File: config.mk
export PLATFORM = sky130hd
export DESIGN_NAME = lpmc_ctrl
export DESIGN_NICKNAME = d
export VERILOG_FILES = /design/src/hw/lpmc_pkg.sv /design/src/hw/lpmc_ctrl.sv
export SDC_FILE = /design/constraint.sdc
export NUM_CORES = 1
export LEC_CHECK = 0
export BUFFER_PORTS_ARGS = -buffer_cell sky130_fd_sc_hd__buf_2
export CAP_MARGIN = 30
export CORE_MARGIN = 2
export CORE_UTILIZATION = 57
export DETAILED_ROUTE_END_ITERATION = 6
export PLACE_DENSITY = 0.81
export SETUP_SLACK_MARGIN = 0.02
export SYNTH_ARGS = -nofsm -noshare
export SYNTH_HDL_FRONTEND = slang
export SYNTH_SLANG_ARGS = --single-unit
File: constraint.sdc
create_clock -name sys_clk -period 5.3 [get_ports sys_clk]
set_input_delay 1.325 -clock sys_clk [delete_from_list [all_inputs] [get_ports sys_clk]]
set_output_delay 1.325 -clock sys_clk [all_outputs]
set_load 0.02 [all_outputs]
File: src/hw/lpmc_pkg.sv
package lpmc_pkg;
    // Power modes
    typedef enum logic [1:0] {
        LPMC_MODE_RUN,
        LPMC_MODE_SLEEP,
        LPMC_MODE_STOP,
        LPMC_MODE_STANDBY
    } lpmc_mode_t;

    localparam int LPMC_EXT_LINES = 16;
    localparam int LPMC_RTC_EVENTS = 4;
    // Time the core reset is held on exit from standby, in ns and in cycles
    localparam int LPMC_RESET_HOLD_NS = 1000;
    localparam int LPMC_CLK_PERIOD_NS = 40;
    localparam int LPMC_RESET_HOLD_CYC = (LPMC_RESET_HOLD_NS + LPMC_CLK_PERIOD_NS - 1) / LPMC_CLK_PERIOD_NS;
    localparam logic LPMC_UNDERDRIVE_RST = 1'b0;
    localparam logic LPMC_USE_LPR_RST = 1'b0;
endpackage

File: src/hw/lpmc_ctrl.sv
`timescale 1ns/100ps
// Summary of operation
// - Sleep halts only the core; any peripheral interrupt or event wakes it.
// - Stop gates core-domain clocks, disables PLL and both oscillators, keeps contents.
// - In stop the regulator is main or low-power, normal or under-drive.
// - Stop ends on any external event line, detector, RTC or USB wakeup.
// - Standby powers off regulator, core domain, oscillators and PLL.
// - Standby ends on reset pin, watchdog reset, wakeup pin rise or RTC event.
// - Standby is refused while the regulator is bypassed by external supply.
// - Battery domain switches to the battery pin whenever main supply is absent.
// - Backup SRAM takes core-only writes, guarded, retained in standby and battery.
module lpmc_ctrl #(
    parameter int EXT_LINES = lpmc_pkg::LPMC_EXT_LINES,
    parameter int RESET_HOLD_CYC = lpmc_pkg::LPMC_RESET_HOLD_CYC
) (
    // Clock and reset
    input wire logic sys_clk,
    input wire logic rst_n,
    // Mode requests from the core
    input wire logic sleep_req,
    input wire logic deep_req,
    input wire logic standby_sel,
    input wire logic stop_use_lpr,
    input wire logic stop_underdrive,
    input wire logic regulator_bypass,
    // Wake sources
    input wire logic periph_event,
    input wire logic [EXT_LINES-1:0] external_event_lines,
    input wire logic supply_voltage_detector,
    input wire logic [3:0] rtc_events,
    input wire logic usb_wakeup,
    input wire logic external_reset_pin_n,
    input wire logic independent_watchdog,
    input wire logic wakeup_pin,
    // Supply and backup SRAM
    input wire logic main_supply_ok,
    input wire logic bkp_wr_req,
    input wire logic bkp_wr_from_core,
    input wire logic bkp_wr_unlock,
    // Outputs
    output logic [1:0] mode,
    output logic core_clk_en,
    output logic domain_clk_en,
    output logic pll_en,
    output logic internal_rc_oscillator_en,
    output logic external_crystal_oscillator_en,
    output logic main_regulator_on,
    output logic low_power_regulator_on,
    output logic regulator_underdrive,
    output logic core_domain_power,
    output logic core_reset_n,
    output logic battery_supply_domain_sel,
    output logic bkp_wr_en
);
    lpmc_pkg::lpmc_mode_t mode_reg, mode_next;
    logic [2:0] rst_pin_sync_reg, wakeup_pin_sync_reg, sup_sync_reg;
    logic rst_pin_seen_reg, wakeup_pin_seen_reg, sup_seen_reg;
    logic [EXT_LINES+5:0] evt_s1_reg, evt_s2_reg, evt_s3_reg;
    logic wakeup_pin_prev_reg;
    logic [$clog2(RESET_HOLD_CYC+1)-1:0] hold_reg;
    logic stop_wake, standby_wake, wakeup_pin_rise, rst_pin_low;

    // Three-stage sampling; stages two and three must agree
    always_ff @(posedge sys_clk or negedge rst_n) begin
        if (!rst_n) begin
            rst_pin_sync_reg <= 3'h7;
            wakeup_pin_sync_reg <= 3'h0;
            sup_sync_reg <= 3'h7;
            evt_s1_reg <= '0;
            evt_s2_reg <= '0;
            evt_s3_reg <= '0;
        end else begin
            rst_pin_sync_reg <= {rst_pin_sync_reg[1:0], external_reset_pin_n};
            wakeup_pin_sync_reg <= {wakeup_pin_sync_reg[1:0], wakeup_pin};
            sup_sync_reg <= {sup_sync_reg[1:0], main_supply_ok};
            evt_s1_reg <= {external_event_lines, supply_voltage_detector, rtc_events, usb_wakeup};
            evt_s2_reg <= evt_s1_reg;
            evt_s3_reg <= evt_s2_reg;
        end
    end

    // Settled levels, updated only when stages agree
    always_ff @(posedge sys_clk or negedge rst_n) begin
        if (!rst_n) begin
            rst_pin_seen_reg <= 1'b1;
            wakeup_pin_seen_reg <= 1'b0;
            sup_seen_reg <= 1'b1;
            wakeup_pin_prev_reg <= 1'b0;
        end else begin
            if (rst_pin_sync_reg[1] == rst_pin_sync_reg[2]) begin
                rst_pin_seen_reg <= rst_pin_sync_reg[2];
            end
            if (wakeup_pin_sync_reg[1] == wakeup_pin_sync_reg[2]) begin
                wakeup_pin_seen_reg <= wakeup_pin_sync_reg[2];
            end
            if (sup_sync_reg[1] == sup_sync_reg[2]) begin
                sup_seen_reg <= sup_sync_reg[2];
            end
            wakeup_pin_prev_reg <= wakeup_pin_seen_reg;
        end
    end

    assign wakeup_pin_rise = wakeup_pin_seen_reg && !wakeup_pin_prev_reg;
    assign rst_pin_low = !rst_pin_seen_reg;
    // Event lines only count when both late stages agree high
    assign stop_wake = |(evt_s2_reg & evt_s3_reg);
    assign standby_wake = rst_pin_low || independent_watchdog || wakeup_pin_rise
        || |(evt_s2_reg[4:1] & evt_s3_reg[4:1]);

    always_comb begin
        mode_next = mode_reg;
        unique case (mode_reg)
            lpmc_pkg::LPMC_MODE_RUN: begin
                if (deep_req && standby_sel && !regulator_bypass) begin
                    mode_next = lpmc_pkg::LPMC_MODE_STANDBY;
                end else if (deep_req) begin
                    mode_next = lpmc_pkg::LPMC_MODE_STOP;
                end else if (sleep_req) begin
                    mode_next = lpmc_pkg::LPMC_MODE_SLEEP;
                end
            end
            lpmc_pkg::LPMC_MODE_SLEEP: begin
                if (periph_event || stop_wake) begin
                    mode_next = lpmc_pkg::LPMC_MODE_RUN;
                end
            end
            lpmc_pkg::LPMC_MODE_STOP: begin
                if (stop_wake) begin
                    mode_next = lpmc_pkg::LPMC_MODE_RUN;
                end
            end
            lpmc_pkg::LPMC_MODE_STANDBY: begin
                if (standby_wake) begin
                    mode_next = lpmc_pkg::LPMC_MODE_RUN;
                end
            end
        endcase
    end

    always_ff @(posedge sys_clk or negedge rst_n) begin
        if (!rst_n) begin
            mode_reg <= lpmc_pkg::LPMC_MODE_RUN;
        end else begin
            mode_reg <= mode_next;
        end
    end

    // Reset hold counter after standby exit
    always_ff @(posedge sys_clk or negedge rst_n) begin
        if (!rst_n) begin
            hold_reg <= '0;
        end else if (mode_reg == lpmc_pkg::LPMC_MODE_STANDBY && mode_next == lpmc_pkg::LPMC_MODE_RUN) begin
            hold_reg <= ($clog2(RESET_HOLD_CYC+1))'(RESET_HOLD_CYC);
        end else if (hold_reg != '0) begin
            hold_reg <= hold_reg - 1'b1;
        end
    end

    always_ff @(posedge sys_clk or negedge rst_n) begin
        if (!rst_n) begin
            mode <= 2'h0;
            core_clk_en <= 1'b1;
            domain_clk_en <= 1'b1;
            pll_en <= 1'b1;
            internal_rc_oscillator_en <= 1'b1;
            external_crystal_oscillator_en <= 1'b1;
            main_regulator_on <= 1'b1;
            low_power_regulator_on <= lpmc_pkg::LPMC_USE_LPR_RST;
            regulator_underdrive <= lpmc_pkg::LPMC_UNDERDRIVE_RST;
            core_domain_power <= 1'b1;
        end else begin
            mode <= mode_next;
            core_clk_en <= mode_next == lpmc_pkg::LPMC_MODE_RUN;
            domain_clk_en <= domain_clk_en_f(mode_next);
            pll_en <= domain_clk_en_f(mode_next);
            internal_rc_oscillator_en <= domain_clk_en_f(mode_next);
            external_crystal_oscillator_en <= domain_clk_en_f(mode_next);
            if (mode_next == lpmc_pkg::LPMC_MODE_STOP) begin
                main_regulator_on <= !stop_use_lpr;
                low_power_regulator_on <= stop_use_lpr;
                regulator_underdrive <= stop_underdrive;
            end else begin
                main_regulator_on <= !standby_f(mode_next);
                low_power_regulator_on <= 1'b0;
                regulator_underdrive <= 1'b0;
            end
            core_domain_power <= !standby_f(mode_next);
        end
    end

    // Core reset low on standby entry and exit, so a core that lost power never runs early
    always_ff @(posedge sys_clk or negedge rst_n) begin
        if (!rst_n) begin
            core_reset_n <= 1'b0;
        end else begin
            // Pin reset also restarts the core in run mode
            core_reset_n <= hold_reg == '0 && !standby_f(mode_reg) && !standby_f(mode_next)
                && !rst_pin_low;
        end
    end

    function automatic logic domain_clk_en_f(lpmc_pkg::lpmc_mode_t m);
        return m == lpmc_pkg::LPMC_MODE_RUN || m == lpmc_pkg::LPMC_MODE_SLEEP;
    endfunction

    function automatic logic standby_f(lpmc_pkg::lpmc_mode_t m);
        return m == lpmc_pkg::LPMC_MODE_STANDBY;
    endfunction

    // Battery switch and backup SRAM guard
    always_ff @(posedge sys_clk or negedge rst_n) begin
        if (!rst_n) begin
            battery_supply_domain_sel <= 1'b0;
            bkp_wr_en <= 1'b0;
        end else begin
            battery_supply_domain_sel <= !sup_seen_reg;
            // Retention: no write reaches SRAM outside run or on battery
            bkp_wr_en <= bkp_wr_req && bkp_wr_from_core && bkp_wr_unlock && sup_seen_reg
                && mode_reg == lpmc_pkg::LPMC_MODE_RUN;
        end
    end
endmodule

* After elaboration in Yosys (flattened, before gate mapping)
Index checks and enable logic that the tools add are counted.
** Operators by class
- Bitwise gates (word level) :: 2
- Reductions and logical operators :: 30
- Add/sub/neg operators :: 1
- Mux-type cells :: 12
- Eq/ne operators :: 9
** Operators with widths (number)
- 22-bit bitwise AND :: 1
- 22-bit OR reduction :: 1
- 2-bit 2-to-1 mux :: 6
- 1-bit logical AND :: 11
- 5-bit 2-to-1 mux :: 2
- 2-bit == test (second input constant) :: 4
- 2-bit case mux with 4 select lines :: 1
- 1-bit zero test :: 7
- 5-bit zero test :: 1
- 1-bit logical OR :: 5
- 5-bit nonzero test :: 1
- 5-bit by 1-bit subtractor with 5-bit output (second input constant) :: 1
- 4-bit bitwise AND :: 1
- 2-bit by 1-bit == test with 1-bit output (second input constant) :: 2
- 2-bit zero test :: 2
- 4-bit OR reduction :: 1
- 1-bit == test :: 3
- 1-bit 2-to-1 mux :: 3
- 2-bit nonzero test :: 1
** Storage, ports and cells
- Bits in registers :: 95
- Bits of input ports :: 38

* Logic depth before layout (Yosys ltp)
- Depth after elaboration :: 10
- Gate-level depth with buffers :: 6
- Depth with buffers taken out :: 6

* Worst setup path before layout
No wires, ideal clock.
- Path kind :: input port to flip-flop
- Start point :: input port independent_watchdog
- End point :: register low_power_regulator_on
- Data arrival time :: 2.266 ns
- Slack :: 2.946 ns
- Cell stages on the path :: 5
- Setup time :: 0.088 ns
- Path through :: nand4b_1 -> nor4_1 -> a21oi_1 -> o41ai_4 -> nor3b_1
** On the way
- Word-level cells in the longest chain between the ends :: 7
** Ends and longest elaborated chain
- start, declared :: RTL line lpmc_ctrl.sv:33 : input wire logic independent_watchdog,
- 1-bit logical OR (2 in a row) :: RTL line lpmc_ctrl.sv:107 : assign standby_wake = rst_pin_low || independent_watchdog || wakeup_pin_rise
- 1-bit logical OR :: RTL line lpmc_ctrl.sv:108 : || |(evt_s2_reg[4:1] & evt_s3_reg[4:1]);
- 2-bit 2-to-1 mux :: RTL line lpmc_ctrl.sv:133 : if (standby_wake) begin
- 2-bit case mux with 4 select lines :: RTL line lpmc_ctrl.sv:112 : unique case (mode_reg)
- net mode_next[1] :: RTL line lpmc_ctrl.sv:55 : lpmc_pkg::lpmc_mode_t mode_reg, mode_next;
- 2-bit == test :: RTL line lpmc_ctrl.sv:178 : if (mode_next == lpmc_pkg::LPMC_MODE_STOP) begin
- 1-bit 2-to-1 mux :: RTL line lpmc_ctrl.sv:178
- end signal, assigned :: RTL line lpmc_ctrl.sv:168 : low_power_regulator_on <= lpmc_pkg::LPMC_USE_LPR_RST;
- end signal, assigned :: RTL line lpmc_ctrl.sv:180 : low_power_regulator_on <= stop_use_lpr;
- end, declared :: RTL line lpmc_ctrl.sv:48 : output logic low_power_regulator_on,
The timed path passes the listed nets, and every way through them passes these cells.
A chain may end at the register's enable or synchronous reset.

* Worst setup path in the final report
- Start point :: register mode[0]
- End point :: output port mode[0]
** RTL lines
- start, declared :: RTL line lpmc_ctrl.sv:41 : output logic [1:0] mode,
- start signal, assigned :: RTL line lpmc_ctrl.sv:172 : mode <= mode_next;
No word-level cell between the ends.

==> results.md <==
- Outcome: complete, no violations
- Max Cap Viol: 0
- Synth Cell Area: 2860 um2
- Hold Crit Class: register to register
- Post-CTS Repair Setup Buffers: 0
- CP Cell Sequence: buf_2
- Critical path's slowest cell: dfrtp_1
- WP data arrival: 1.06 ns
- Switching power total: 0.3302 mW
- Final period utilization: 45.01%
- Antenna Cells: 0
- Post-Syn Area per Cell: 17.44 um2
- WP buf/inv: 1
- NumNets Final: 264
- Fin Setup TNS: 0 ns
- Switching Share: 24.08%
- Kind of critical path: register to output port
- Die H: 74.84 um
- GRT Residual Overflow: 0
- GRT Overall Usage: 16.00%
- Final Max Tran Viols: 0
- Sequential share of the synthesized area: 83.64%
- CP Capture Type: output port
- Area grow syn2layout: 17.98%
- Static leakage: 1.604 nW
- Largest net degree at the start of global routing: 53
- CTS Buffer Depth: 2
- Final hold violations: 0
- Worst Path Max Fanout: 7
- Initial antenna violation count: 0
- Clock Power Share: 28.9%
- Comb power frac: 10.9%
- Hold_buf cts: 0
- Vias: 1430
- Synth unique cells: 29
- Async set-or-reset flop fraction in the synthesized netlist: 100.0%
- Die area: 5600 um2
- Yosys top cell area share: 72.62%
- Initial core utilization: 59.76%
- Post-detailed-route DRC marker count: 0
- Register share of total power: 60.2%
- Pwr Density: 406.4 nW/um2
- Unrepaired setup endpoints after global routing: false
- Vias per inst: 4.831
- Cts bufs inserted: 9
- Final wirelength: 3.781 mm
- Clk Latency, worst-skew pair: 0.34 ns
- Core Area: 4786 um2
- Fin util: 70.51%
- Worst Path Required: 3.97 ns
- Syn Nets: 204
- Cell Int Power: 1.041 mW
- Top-level I/O count: 52
- Min cycle time layout: 2.386 ns
- Relative slew slack: 33.28%
- Achievable Freq: 419.2 MHz
- Worst slack at placement: 2.663 ns
- GPL Wtd Cong: 0.7694
- Synth Warn #: 0
- Worst VDD drop: 0.2979 mV
- Top FF cell, synth: dfrtp_1
- DR WL/cell: 12.77 um
- H-tree depth: 3
- Post-synthesis register bit count: 95
- First-pass GRT wire length: 6.292 mm
- Main area contributors after synthesis: dfrtp_1, dfstp_2, a22oi_1
- Final Setup Violations: 0
- Die width: 74.84 um
- Synthesized instance count: 164
- Setup WS post-layout: 2.914 ns
- # clock sinks: 95
- Num rows: 25
- Post-detailed-route count of antenna-violating nets: 0
- Iter 0 DRT Violations: 34
- Hpwl dp: 2.776 mm
- Startpoint Class: register
- Vias in the first global route: 1468
- Post-CTS Resized: 0
- Slowest stage delay, CP: 0.50 ns
- Post-synth EDFFs: 0
- Clock Skew: 0.01079 ns
- CTS tree: done
- CTS root buffer: clkbuf_8
- Crit path max-delay family: flip-flops
- Worst-path clk slew: 0.08 ns
- Layout cells sized above 1: 35.37%
- Port buffer count: 51
- Post-synth top area cell: dfrtp_1
- Worst-Margin Slew: 0.9869 ns
- First drt pass iteration count: 4
[logic make-up (layout without fill, tap and decap cells)]
group	after synthesis	after routing	share of synthesized area, %
buffers and inverters	11	76	1.837
DFF	95	95	83.64
AOI/OAI and AO/OA	22	22	6.562
and+or+nand+nor	29	29	5.425
xor gates and xnor gates	2	2	0.6125
adders and majority gates	5	5	1.925
[area by class of cell]
class / instances / area, um2
multi-input cells: 58 / 415.4
inverters: 8 / 30.03
clock inverters: 3 / 18.77
clock buffers: 13 / 148.9
flip-flops and latches: 95 / 2392
repair buffers: 52 / 285.3
fillers: 313 / 1411
well taps: 67 / 83.83
[per-stage QoR]
step                      hold WS, ns  std cells  area [um2]  power, mW
after floorplan                0.3312        164        2860     0.9308
after global placement         0.3310        279        3179     0.9789
after detailed placement       0.3347        280        3207     0.9929
after CTS                      0.3498        296        3374      1.390
after global routing           0.3551        296        3374      1.440
final                          0.3468        296        3374      1.372
[power by group through the flow]
stage	registers [mW]	clock network [mW]	logic (mW)
2_1_floorplan	0.840	0	0.0906
3_5_place_dp	0.839	0	0.154
6_report	0.825	0.397	0.150
3_3_place_gp	0.836	0	0.143
4_1_cts	0.826	0.411	0.153
5_1_grt	0.833	0.437	0.170
[placed cells by master (no fill, tap or decap), drive strengths merged, types with 3 or more instances in the layout]
cell type | synthesis | layout
nand2 | 5 | 5
clkbuf | 0 | 13
inv | 8 | 9
nor2 | 8 | 8
dfstp | 12 | 12
buf | 3 | 52
nor3 | 4 | 4
a22o | 3 | 3
dfrtp | 83 | 83
a22oi | 7 | 7
a21oi | 4 | 4
maj3 | 3 | 3
[path summary, 6_finish.rpt]
path / endpoint / start / slack, ns / cells after the start
hold / removal: evt_s2_reg[4]$_DFF_PN0_ / evt_s1_reg[4]$_DFF_PN0_ / 0.35 / 0
setup / recovery: mode[0] / mode[0]$_DFF_PN0_ / 2.91 / 1
min in group asynchronous: evt_s1_reg[14]$_DFF_PN0_ / rst_n / 0.95 / 1
max in group asynchronous: rst_pin_sync_reg[1]$_DFF_PN1_ / rst_n / 3.67 / 2
hold reg to reg: evt_s2_reg[4]$_DFF_PN0_ / evt_s1_reg[4]$_DFF_PN0_ / 0.35 / 0
setup reg to reg: hold_reg[3]$_DFFE_PN0P_ / hold_reg[0]$_DFFE_PN0P_ / 3.29 / 5
[synthesized netlist by cell type, types with 2 or more instances]
| library cell | n |
|---|---|
| dfrtp_1 | 83 |
| dfstp_2 | 12 |
| inv_1 | 8 |
| nor2_1 | 8 |
| a22oi_1 | 7 |
| nand2_1 | 5 |
| a21oi_1 | 4 |
| nor3_1 | 4 |
| a22o_1 | 3 |
| buf_4 | 3 |
| maj3_1 | 3 |
| a211o_1 | 2 |
| ha_1 | 2 |
| nand3_1 | 2 |
| nor3b_1 | 2 |
| o21ai_0 | 2 |
| xnor2_1 | 2 |
[metal layers]
| layer | vias up | global-route usage, % | part of all wire, % |
|---|---|---|---|
| met5 | - | 0 | 0 |
| met4 | 0 | 11.31 | 1.6 |
| met3 | 6 | 4.150 | 4.0 |
| met2 | 34 | 24.76 | 51 |
| met1 | 717 | 19.81 | 43 |
| li1 | 673 | - | - |
No activity file was read; power rests on OpenSTA's default activity.
